File: src/verilog/mode_lp_pkg.sv
// constants and types for the mode select and low-power controller
package mode_lp_pkg;
   // oscillator stabilization delay, internal clock cycles
   localparam int stab_cycles = 4064;
   localparam int stab_w = 12;
   localparam logic [stab_w-1:0] stab_last = 12'hfdf; // 4064 - 1
   // register map
   localparam logic [11:0] addr_ctrl = 12'h000;
   localparam logic [11:0] addr_status = 12'h004;
   localparam logic [11:0] addr_wdclr = 12'h008;
   localparam logic [1:0] ctrl_reset = 2'h0;
   // power states
   typedef enum logic [1:0] {
      st_run = 2'b00,
      st_stop = 2'b01,
      st_halt = 2'b10,
      st_wait = 2'b11
   } power_state_e;
   typedef enum logic [1:0] {
      rs_run = 2'b00,
      rs_delay = 2'b01,
      rs_halt_exit = 2'b10
   } resume_e;
endpackage : mode_lp_pkg

File: src/verilog/mode_select_low_power_ctrl.sv
// operating mode selection and stop/halt/wait sequencing with apb registers
// Functional notes
// sample mode pins at reset rising edge
// vpp plus high capture pin selects bootloader
// normal irq level selects user mode
// watchdog reset ignores live capture pin
// latch capture pin each external reset
// stop gives stop or halt by option
// stop mode gates oscillator and watchdog
// stop clears cpu interrupt mask
// low-power states preserve all other state; the ctrl register still returns to ctrl_reset in low power
// stop exit by irq/reset, 4064 delay
// halt stops cpu clock, timers run
// halt exit on timer, irq, reset
// halt exit delay from running counter
// wait stops cpu clock, timers run
// wait clears cpu interrupt mask
// wait exit on timer, irq, reset
// watchdog runs only when option set
// set stop-to-halt if watchdog always needed
// disable watchdog for long waits
// bootloader image uses eprom addresses
// writing zero to bit0 clears watchdog
// halt exit immediate at terminal count
//
// Added by the designer: the register offsets and the APB slave port.
`timescale 1ns/1ps
module mode_select_low_power_ctrl (
   input wire logic pclk, // 20 mhz clock
   input wire logic presetn, // async reset, active low
   input wire logic [11:0] paddr, // apb address
   input wire logic psel, // apb select
   input wire logic penable, // apb enable
   input wire logic pwrite, // apb direction
   input wire logic [31:0] pwdata, // apb write data
   output logic [31:0] prdata, // apb read data
   output logic pready, // apb ready
   output logic pslverr, // apb error
   input wire logic ext_reset_n, // external reset pin, active low
   input wire logic irq_vpp_high, // irq pin at programming voltage
   input wire logic capture_mode_select_pin, // capture/mode-select pin level
   input wire logic irq_n, // external interrupt pin, active low
   input wire logic watchdog_reset, // watchdog timeout reset pulse
   input wire logic timer_irq, // enabled 16-bit timer interrupt
   input wire logic stop_instr, // cpu executes stop, pulse
   input wire logic wait_instr, // cpu executes wait, pulse
   input wire logic stop_to_halt_option, // option byte bit
   input wire logic watchdog_enable_option, // option byte bit
   output logic bootloader_mode, // 1 bootloader, 0 user mode
   output logic osc_enable, // oscillator running
   output logic cpu_clk_enable, // cpu and bus clock running
   output logic timer_clk_enable, // timer clocks running
   output logic clear_imask, // clear cpu interrupt mask, pulse
   output logic watchdog_run, // watchdog counter may count
   output logic watchdog_clear // clear watchdog counter, pulse
);
   import mode_lp_pkg::*;

   typedef struct packed {
      logic [1:0] rst_sync;
      logic [1:0] vpp_sync;
      logic [1:0] cap_sync;
      logic [1:0] irq_sync;
      logic rst_prev;
      logic cap_latch;
      logic boot;
      power_state_e pstate;
      resume_e resume;
      logic imask_pulse;
      logic wd_clr;
      logic [1:0] ctrl;
      logic [31:0] rdata;
   } ctrl_s;

   ctrl_s q;
   ctrl_s next_q;
   logic stab_end;
   logic stab_restart;
   logic stab_run;
   logic setup;
   logic access;
   logic rst_rise;
   logic irq_seen;
   logic soft_stop;
   logic soft_wait;

   // stabilization delay counter, free running except in stop
   stab_counter #(
      .width(stab_w)
   ) u_stab (
      .pclk(pclk),
      .presetn(presetn),
      .run(stab_run),
      .restart(stab_restart),
      .last(stab_last),
      .at_end(stab_end)
   );

   // synchronised pin levels and derived events
   assign rst_rise = q.rst_sync[1] & ~q.rst_prev;
   assign irq_seen = ~q.irq_sync[1];
   assign setup = psel & ~penable;
   assign access = psel & penable;
   assign soft_stop = q.ctrl[0];
   assign soft_wait = q.ctrl[1];
   assign stab_run = (q.pstate != st_stop);
   assign stab_restart = (q.pstate == st_stop) & (irq_seen | rst_rise);

   always_comb begin
      next_q = q;
      next_q.imask_pulse = 1'b0;
      next_q.wd_clr = 1'b0;
      // two-flop synchronisers for pin inputs
      next_q.rst_sync = {q.rst_sync[0], ext_reset_n};
      next_q.vpp_sync = {q.vpp_sync[0], irq_vpp_high};
      next_q.cap_sync = {q.cap_sync[0], capture_mode_select_pin};
      next_q.irq_sync = {q.irq_sync[0], irq_n};
      next_q.rst_prev = q.rst_sync[1];
      // mode selection at external reset release and at watchdog reset
      if (rst_rise) begin
         next_q.cap_latch = q.cap_sync[1];
         next_q.boot = q.vpp_sync[1] & q.cap_sync[1];
      end else if (watchdog_reset) begin
         next_q.boot = q.vpp_sync[1] & q.cap_latch;
      end
      // power state sequencing; in low power ctrl returns to ctrl_reset, other state is untouched
      unique case (q.pstate)
         st_run: begin
            if ((stop_instr | soft_stop) && q.resume == rs_run) begin
               next_q.imask_pulse = 1'b1;
               if (stop_to_halt_option) begin
                  next_q.pstate = st_halt;
               end else begin
                  next_q.pstate = st_stop;
               end
            end else if ((wait_instr | soft_wait) && q.resume == rs_run) begin
               next_q.imask_pulse = 1'b1;
               next_q.pstate = st_wait;
            end
         end
         st_stop: begin
            if (irq_seen | rst_rise) begin
               next_q.pstate = st_run;
               next_q.resume = rs_delay;
            end
         end
         st_halt: begin
            if (timer_irq | irq_seen | rst_rise | watchdog_reset) begin
               next_q.pstate = st_run;
               next_q.resume = stab_end ? rs_run : rs_halt_exit;
            end
         end
         st_wait: begin
            if (timer_irq | irq_seen | rst_rise | watchdog_reset) begin
               next_q.pstate = st_run;
            end
         end
      endcase
      // clock held off until stabilization counter ends
      if (q.resume != rs_run && stab_end) begin
         next_q.resume = rs_run;
      end
      // register writes take effect in the access cycle, read data is captured in the setup cycle
      if (access && pwrite) begin
         if (paddr == addr_ctrl) begin
            next_q.ctrl = pwdata[1:0];
         end else if (paddr == addr_wdclr && !pwdata[0]) begin
            next_q.wd_clr = 1'b1;
         end
      end else if (q.pstate != st_run) begin
         next_q.ctrl = ctrl_reset;
      end
      if (setup) begin
         if (paddr == addr_ctrl) begin
            next_q.rdata = {30'h0, q.ctrl};
         end else if (paddr == addr_status) begin
            next_q.rdata = {24'h0, q.cap_latch, stab_end, q.resume, q.pstate,
                            watchdog_run, q.boot};
         end else begin
            next_q.rdata = 32'h0;
         end
      end
   end

   always_ff @(posedge pclk or negedge presetn) begin
      if (!presetn) begin
         q <= '0;
         q.rst_sync <= 2'h3;
         q.rst_prev <= 1'b1;
         q.irq_sync <= 2'h3;
         q.pstate <= st_run;
         q.resume <= rs_run;
         q.ctrl <= ctrl_reset;
      end else begin
         q <= next_q;
      end
   end

   // apb answer: one wait-free access phase, error on unmapped address
   assign pready = 1'b1;
   assign pslverr = access & (paddr != addr_ctrl) & (paddr != addr_status) &
                    (paddr != addr_wdclr);
   assign prdata = q.rdata;
   // clock gating outputs
   assign bootloader_mode = q.boot;
   assign osc_enable = (q.pstate != st_stop);
   assign cpu_clk_enable = (q.pstate == st_run) & (q.resume == rs_run);
   assign timer_clk_enable = (q.pstate != st_stop) & (q.resume != rs_delay);
   assign clear_imask = q.imask_pulse;
   // watchdog only in user mode with option set, frozen in stop
   assign watchdog_run = watchdog_enable_option & ~q.boot & ~q.vpp_sync[1] &
                         (q.pstate != st_stop);
   assign watchdog_clear = q.wd_clr;
endmodule : mode_select_low_power_ctrl

File: src/verilog/stab_counter.sv
// free-running oscillator stabilization delay counter
`timescale 1ns/1ps
module stab_counter #(
   parameter int width = 12
) (
   input wire logic pclk, // system clock
   input wire logic presetn, // async reset, active low
   input wire logic run, // oscillator running
   input wire logic restart, // restart count at zero
   input wire logic [width-1:0] last, // terminal count
   output logic at_end // terminal count reached
);
   import mode_lp_pkg::*;
   typedef struct packed {
      logic [width-1:0] count;
   } cnt_s;
   cnt_s q;
   cnt_s next_q;
   // wraps at terminal count, frozen when oscillator stops
   always_comb begin
      next_q = q;
      if (restart) begin
         next_q.count = '0;
      end else if (run) begin
         if (q.count == last) begin
            next_q.count = '0;
         end else begin
            next_q.count = q.count + 1'b1;
         end
      end
   end
   always_ff @(posedge pclk or negedge presetn) begin
      if (!presetn) begin
         q <= '0;
      end else begin
         q <= next_q;
      end
   end
   assign at_end = (q.count == last);
endmodule : stab_counter

File: config.mk
export PLATFORM = sky130hd
export DESIGN_NAME = mode_select_low_power_ctrl
export DESIGN_NICKNAME = d
export VERILOG_FILES = /design/src/verilog/mode_lp_pkg.sv /design/src/verilog/mode_select_low_power_ctrl.sv /design/src/verilog/stab_counter.sv
export SDC_FILE = /design/constraint.sdc
export NUM_CORES = 1
export LEC_CHECK = 0
export CAP_MARGIN = 5
export CORE_ASPECT_RATIO = 0.75
export CORE_MARGIN = 2
export CORE_UTILIZATION = 53
export CTS_CLUSTER_SIZE = 10
export DETAILED_ROUTE_END_ITERATION = 10
export DONT_BUFFER_PORTS = 1
export GPL_TIMING_DRIVEN = 1
export PLACE_DENSITY_LB_ADDON = 0.12
export REMOVE_ABC_BUFFERS = 1
export SKIP_CTS_REPAIR_TIMING = 1
export SYNTH_ARGS = -nofsm -noshare
export SYNTH_HDL_FRONTEND = slang
export SYNTH_SLANG_ARGS = --single-unit
File: constraint.sdc
create_clock -name pclk -period 1.94 [get_ports pclk]
set_input_delay 0.388 -clock pclk [delete_from_list [all_inputs] [get_ports pclk]]
set_output_delay 0.388 -clock pclk [all_outputs]
set_load 0.02 [all_outputs]
==> results.md, run 1 <==
* Synth Area in Compound Gates at ~14%
* Largest net degree at the start of global routing at 40
* Pre-antenna DRT Iters at 4
* Register-to-register setup slack at roughly 0.10 ns
* Worst hold margin at 0.0808 ns
* CTS root buf: clkbuf_8
* H-tree depth at 2
* Crit path capture: watchdog_run
* CTS clk-pin slew, worst paths at 0.08 ns
* XOR/XNOR Fraction of Synth Area at 0.405%
* Synth cell types at 46
* Final hold viol count at 0
* Startpoint Class: flip-flop
* Multi-input gate area at 995 um^2
* Final period utilization at 95.4%
* Fin util at 57.9%
* Die X-Extent at 77.8 um
* Fillers at 334
* Worst Clk Skew at 0.00733 ns
* Core area at 3980 um^2
* Setup TNS at 0 ns
* Area occupied by registers at 982 um^2
* HP Class: in2reg
* Worst path arrival time at roughly 1.5 ns
* P_int at between 1 and 1.5 mW
* Routability cong. at 0.812
* YS warnings at 0
* Worst setup path class: reg2out
* Worst R2R End: q[38]$_DFFE_PN0P_
* Clock latency on the worst-skew pair at 0.30 ns
* Routed Antenna Nets at 0
* Reg2Reg Depth at 5
* Period minus WS final at between 1.5 and 2 ns
* Cells after Synth at 206
* Area of the die at 4610 um^2
* Inst Count DP at 255
* GRT Residual Overflow at 0
* Clock power share at 43.1%
* Simple-Gate Fraction of Synth Area at 19.9%
* Avg Vias per Cell at 5.49
* Max Cap Viol at 0
* RSZ-0062 raised after global routing: false
* CTS Buf Count at 5
* Sink Count at 39
* Final setup margin at 0.0901 ns
* Final std cells w/o fill at 267
* Place WS at 0.0698 ns
* Final setup fails at 0
* Psw at 388 uW
* Total Wirelength at 3990 um
* DR iter-0 viols at between 90 and 100
* Share of post-route cells with drive strength above 1 at 20.3%
* Post-synth EDFFs at 0
* First-pass GRT wire length at 6530 um
* Total track usage at 18.7%
* Port Buf Inserts at 0
* Vias in the first global route at 1333
* Dpl hpwl at 3000 um
* Achievable Freq at roughly 0.54 GHz
* P&R area growth vs syn at 6.48%
* Mean area per synthesized cell at 10.5 um^2
* DRC at 0
* Comb power frac at 6.2%
* Pwr/cell area at 725 nW/um^2
* Sw Share at a little under a quarter
* Avg WL per Cell at about 15 um
* Layout Nets at about 280
* Rows at 20
* Initial antenna violation count at 0
* Ports at 100
* Seq cells post-synth at 39
* Synth async-reset ratio at between 90% and 100%
* Leak at 1.07 nW
* RR Startpoint: q[38]$_DFFE_PN0P_
* Initial Util at 54.3%
* Critical path launch point: q[38]$_DFFE_PN0P_
* Longest Clk Path Bufs at 2
* Final Max Tran Viols at 0
* Crit path capture type: output port
* Largest family of logic cells by synthesized area: simple AND/OR/NAND/NOR gates
* Critical Path RT at 1.55 ns
* Sequential area share after synthesis at 45.4%
* ANT cells at 0
* Seq pwr share at between 50% and 60%
* Status: completed
* Max Fanout on Critical Path at 5
* Die Ht at roughly 59 um
* Adder-cell share of the synthesized area at 2.89%
* TritonCTS clock tree: built
* Syn Std Cell Area at 2160 um^2
* Mux cell area share after synthesis at 3.47%
* Prevailing post-synth register cell: dfrtp_1
* Peak supply drop at about 0.00063 V
* Via count at 1465
[worst max-delay path: stages (launching register included)]
cell	delay [ns]
dfrtp_1	0.44
ha_2	0.26
nor4b_4	0.28
buf_4	0.18
[synth_stat cells (2+ instances only)]
master	n	area [um^2]
a21oi_1	4	20.0
a22o_1	9	78.8
a31oi_1	2	12.5
and3_1	4	25.0
buf_2	2	10.0
buf_4	33	248
clkbuf_1	2	7.51
conb_1	2	7.51
dfrtp_1	34	851
dfstp_2	5	131
ha_1	5	62.6
inv_1	8	30.0
mux2_2	4	45.0
mux2i_1	3	30.0
nand2_1	12	45.0
nand2b_1	3	18.8
nand3_1	7	35.0
nand3_2	2	20.0
nand4_1	3	18.8
nor2_1	9	33.8
nor2b_1	3	18.8
nor3_1	5	25.0
nor4_1	2	12.5
nor4_2	2	25.0
nor4b_1	2	17.5
o21a_1	3	22.5
o21ai_0	11	55.1
o31ai_1	2	15.0
o41ai_1	2	17.5
or2_2	2	12.5
or3_1	3	18.8
or4_1	2	15.0
[power groups by stage]
| stage | Sequential (mW) | Combinational, mW | Clock [mW] |
|---|---|---|---|
| floorplan | 0.857 | 0.0693 | 0 |
| global placement | 0.859 | 0.0781 | 0 |
| detailed placement | 0.860 | 0.0796 | 0 |
| CTS | 0.844 | 0.0796 | 0.741 |
| global route | 0.847 | 0.114 | 0.770 |
| finish | 0.846 | 0.104 | 0.719 |
[per-stage QoR]
stage                     area (um^2)  power, mW
after floorplan                  1980      0.926
after global placement           2110      0.937
after detailed placement         2110      0.940
after CTS                        2230       1.67
after global routing             2300       1.73
final                            2300       1.67
[how the worst min path moves through the flow]
| stage | cells past startpoint | end | slack (ns) | startpoint |
|---|---|---|---|---|
| finish | 0 | next_q[44]$_DFF_PN1_ | 0.08 | irq_n |
| global route | 0 | next_q[44]$_DFF_PN1_ | 0.06 | irq_n |
| CTS | 0 | watchdog_clear$_DFF_PN0_ | -0.24 | presetn |
| global placement | 0 | clear_imask$_DFF_PN0_ | 0.09 | presetn |
| detailed placement | 0 | clear_imask$_DFF_PN0_ | 0.09 | presetn |
| floorplan | 0 | bootloader_mode$_DFFE_PN0P_ | 0.09 | presetn |
[logic make-up (layout without fill, tap and decap cells)]
| kind of cell | Yosys count | after routing |
|---|---|---|
| adders and majority gates | 5 | 5 |
| and+or+nand+nor | 67 | 67 |
| buffers and inverters | 45 | 28 |
| AOI/OAI and AO/OA | 40 | 40 |
| xor gates and xnor gates | 1 | 1 |
| DFF | 39 | 39 |
| other | 2 | 25 |
| muxes | 7 | 7 |
[final cells by class]
type | count | share of cell area [%]
clock buffer | 6 | 3.59
clock inverter | 2 | 1.68
inverter | 8 | 1.30
multi-input combinational | 145 | 43.2
sequential | 39 | 42.7
tap | 55 | 2.99
timing repair buffer | 12 | 4.57
[layout by cell type (no fill, tap or decap), types with 5 or more instances in the layout]
cell and n:
nand2_1 12, o21ai_0 11, nor2_1 9, dfrtp_1 34
nor3_1 5, nand3_1 6, buf_4 10, clkbuf_8 6
dfstp_2 5, a22o_1 9, conb_1 25, inv_1 8
[registers in the layout (all words and copies together) (netlist names)]
name / count
u_stab.q: 12
watchdog_clear: 1
prdata: 8
next_q: 5
bootloader_mode: 1
q: 11
clear_imask: 1
[metal layers]
metal / routed length (um) / vias up / GRT usage (%)
met5: 0 / - / 0
li1: - / 692 / -
met3: 299 / 8 / 5.95
met2: 1760 / 61 / 28.0
met1: 1860 / 704 / 25.1
met4: 70 / 0 / 8.93
No activity file was read; power rests on OpenSTA's default activity.
==> run 2: changes to the inputs <==
--- a/config.mk
+++ b/config.mk
@@ -7,7 +7,7 @@
 export LEC_CHECK = 0
 export CAP_MARGIN = 5
 export CORE_ASPECT_RATIO = 0.75
-export CORE_MARGIN = 2
+export CORE_MARGIN = 5
 export CORE_UTILIZATION = 53
 export CTS_CLUSTER_SIZE = 10
 export DETAILED_ROUTE_END_ITERATION = 10
==> run 2 against run 1 <==
- utilization is 0.21 points lower
- critical path depth grew 1
- final cell count increased by 0.37%
- count of clock-buffer cells in the layout fell by 1
- global-route usage decreased by 3.2 points
- critical endpoint unchanged
- total power decreased by 2.6%
- combinational power barely moved
- hold slack about the same
- wire length is 4.0% higher
- sequential share of layout area decreased by 0.12 points
- critical path type unchanged
- clock power fell by 6.4%
==> results.md, run 2 (synthesized netlist as in run 1, its figures left out) <==
* Status: completed
* Met3 GRT Util at 5.76%
* Core area at between 4000 and 5000 um^2
* Startpoint Class: flip-flop
* Dpl hpwl at 3140 um
* Grt met2 use at 23.0%
* Top reg by flops: u_stab.q
* Area of the die at 5470 um^2
* Pre-antenna DRT Iters at 4
* P&R area growth vs syn at 6.77%
* CTS root buf: clkbuf_8
* Pwr/cell area at 704 nW/um^2
* Busiest grt layer: met2
* DR iter-0 viols at 87
* Largest net degree at the start of global routing at 40
* Rows at 20
* Final period utilization at 94.6%
* Worst Clk Skew at 0.00919 ns
* HP Class: in2reg
* Achievable Freq at 0.545 GHz
* Routed Antenna Nets at 0
* Initial antenna violation count at 0
* Routability cong. at 0.794
* Cell Area, Placed at 2110 um^2
* Fin util at around 58%
* Critical Path RT at 1.55 ns
* DRC at 0
* Leak at 1.07 nW
* Commonest non-fill, non-tap cell in the layout: dfrtp_1
* Worst setup path class: reg2out
* Die Ht at 65.3 um
* Share of post-route cells with drive strength above 1 at a little over a fifth
* Crit path capture type: output port
* Final setup fails at 0
* Layout Nets at around 280
* Final hold viol count at 0
* Worst path arrival time at approximately 1.5 ns
* Post-route cell area at 2310 um^2
* Max Cap Viol at 0
* Most frequent cells in the layout: dfrtp_1 (34), conb_1 (25), nand2_1 (12)
* CTS clk-pin slew, worst paths at 0.08 ns
* CTS Buf Count at 5
* Total Wirelength at about 4200 um
* Worst hold margin at about 0.081 ns
* Total track usage at 15.5%
* Final std cells w/o fill at 268
* Port Buf Inserts at 0
* Final Max Tran Viols at 0
* Clock latency on the worst-skew pair at ~0.3 ns
* Avg Vias per Cell at roughly 5.5
* ANT cells at 0
* Max Fanout on Critical Path at 4
* TritonCTS clock tree: built
* Die X-Extent at 83.8 um
* Peak supply drop at between 0.0006 and 0.0007 V
* GRT Residual Overflow at 0
* Initial Util at between 50% and 60%
* Longest Clk Path Bufs at 2
* Via count at between 1000 and 1500
* Vias in the first global route at 1336
* Sink Count at 39
* Inst Count DP at 255
* First-pass GRT wire length at 6610 um
* Global-route track usage on met1 at 20.7%
* Period minus WS final at 1.84 ns
* Avg WL per Cell at 15.5 um
* H-tree depth at 2
* Max reg flops at 12
* Ports at 100
==> run 2: cell types whose count changed in the layout (fill, tap and decap cells not counted), sizes merged <==
cell	change
clkbuf	-1
inv	-1
clkinv	+2
buf	+1
==> run 2: final cells by class <==
type | count | area, um^2
clock inverters | 3 | 43.8
clock buffers | 5 | 68.8
flip-flops and latches | 39 | 982
well taps | 55 | 68.8
fillers | 332 | 1700
repair buffers | 13 | 120
inverters | 8 | 30.0
multi-input cells | 145 | 995
==> run 2: through the flow <==
stage               worst slack (ns)  setup TNS, ns  power (mW)
floorplan                     -0.143         -0.162       0.926
global placement               0.165              0       0.937
detailed placement            0.0782              0       0.939
CTS                           -0.170         -0.170        1.61
global route                 -0.0193        -0.0368        1.69
finish                         0.104              0        1.63
==> run 2: routing by layer <==
metal  share of wire, %  up-vias
li1                   -      692
met1                 44      701
met2                 45       68
met3                9.5        7
met4                1.5        0
met5                  0        -
==> run 2: path summary, 6_finish.rpt <==
kind | start | end | slack (ns) | depth (start not counted)
worst min register to register | next_q[48]$_DFF_PN0_ | q[48]$_DFF_PN0_ | 0.35 | 0
worst min-delay path | irq_n | next_q[44]$_DFF_PN1_ | 0.08 | 0
worst max register to register | q[38]$_DFFE_PN0P_ | q[38]$_DFFE_PN0P_ | 0.11 | 5
max in group asynchronous | presetn | next_q[50]$_DFF_PN1_ | 1.11 | 2
worst max-delay path | q[39]$_DFFE_PN0P_ | watchdog_run | 0.10 | 4
min in group asynchronous | presetn | prdata[2]$_DFFE_PN0P_ | 0.58 | 2
==> run 2: critical path: stages (launching register included) <==
cell and delay (ns):
dfrtp_1 0.43, inv_2 0.07, ha_2 0.21, nor4b_4 0.25, buf_4 0.19
==> run 2: report_power, final <==
part / switching, mW / internal [mW] / total, mW
Combinational: 0.0787 / 0.0281 / 0.107
Sequential: 0.0142 / 0.832 / 0.846
Clock: 0.291 / 0.383 / 0.673
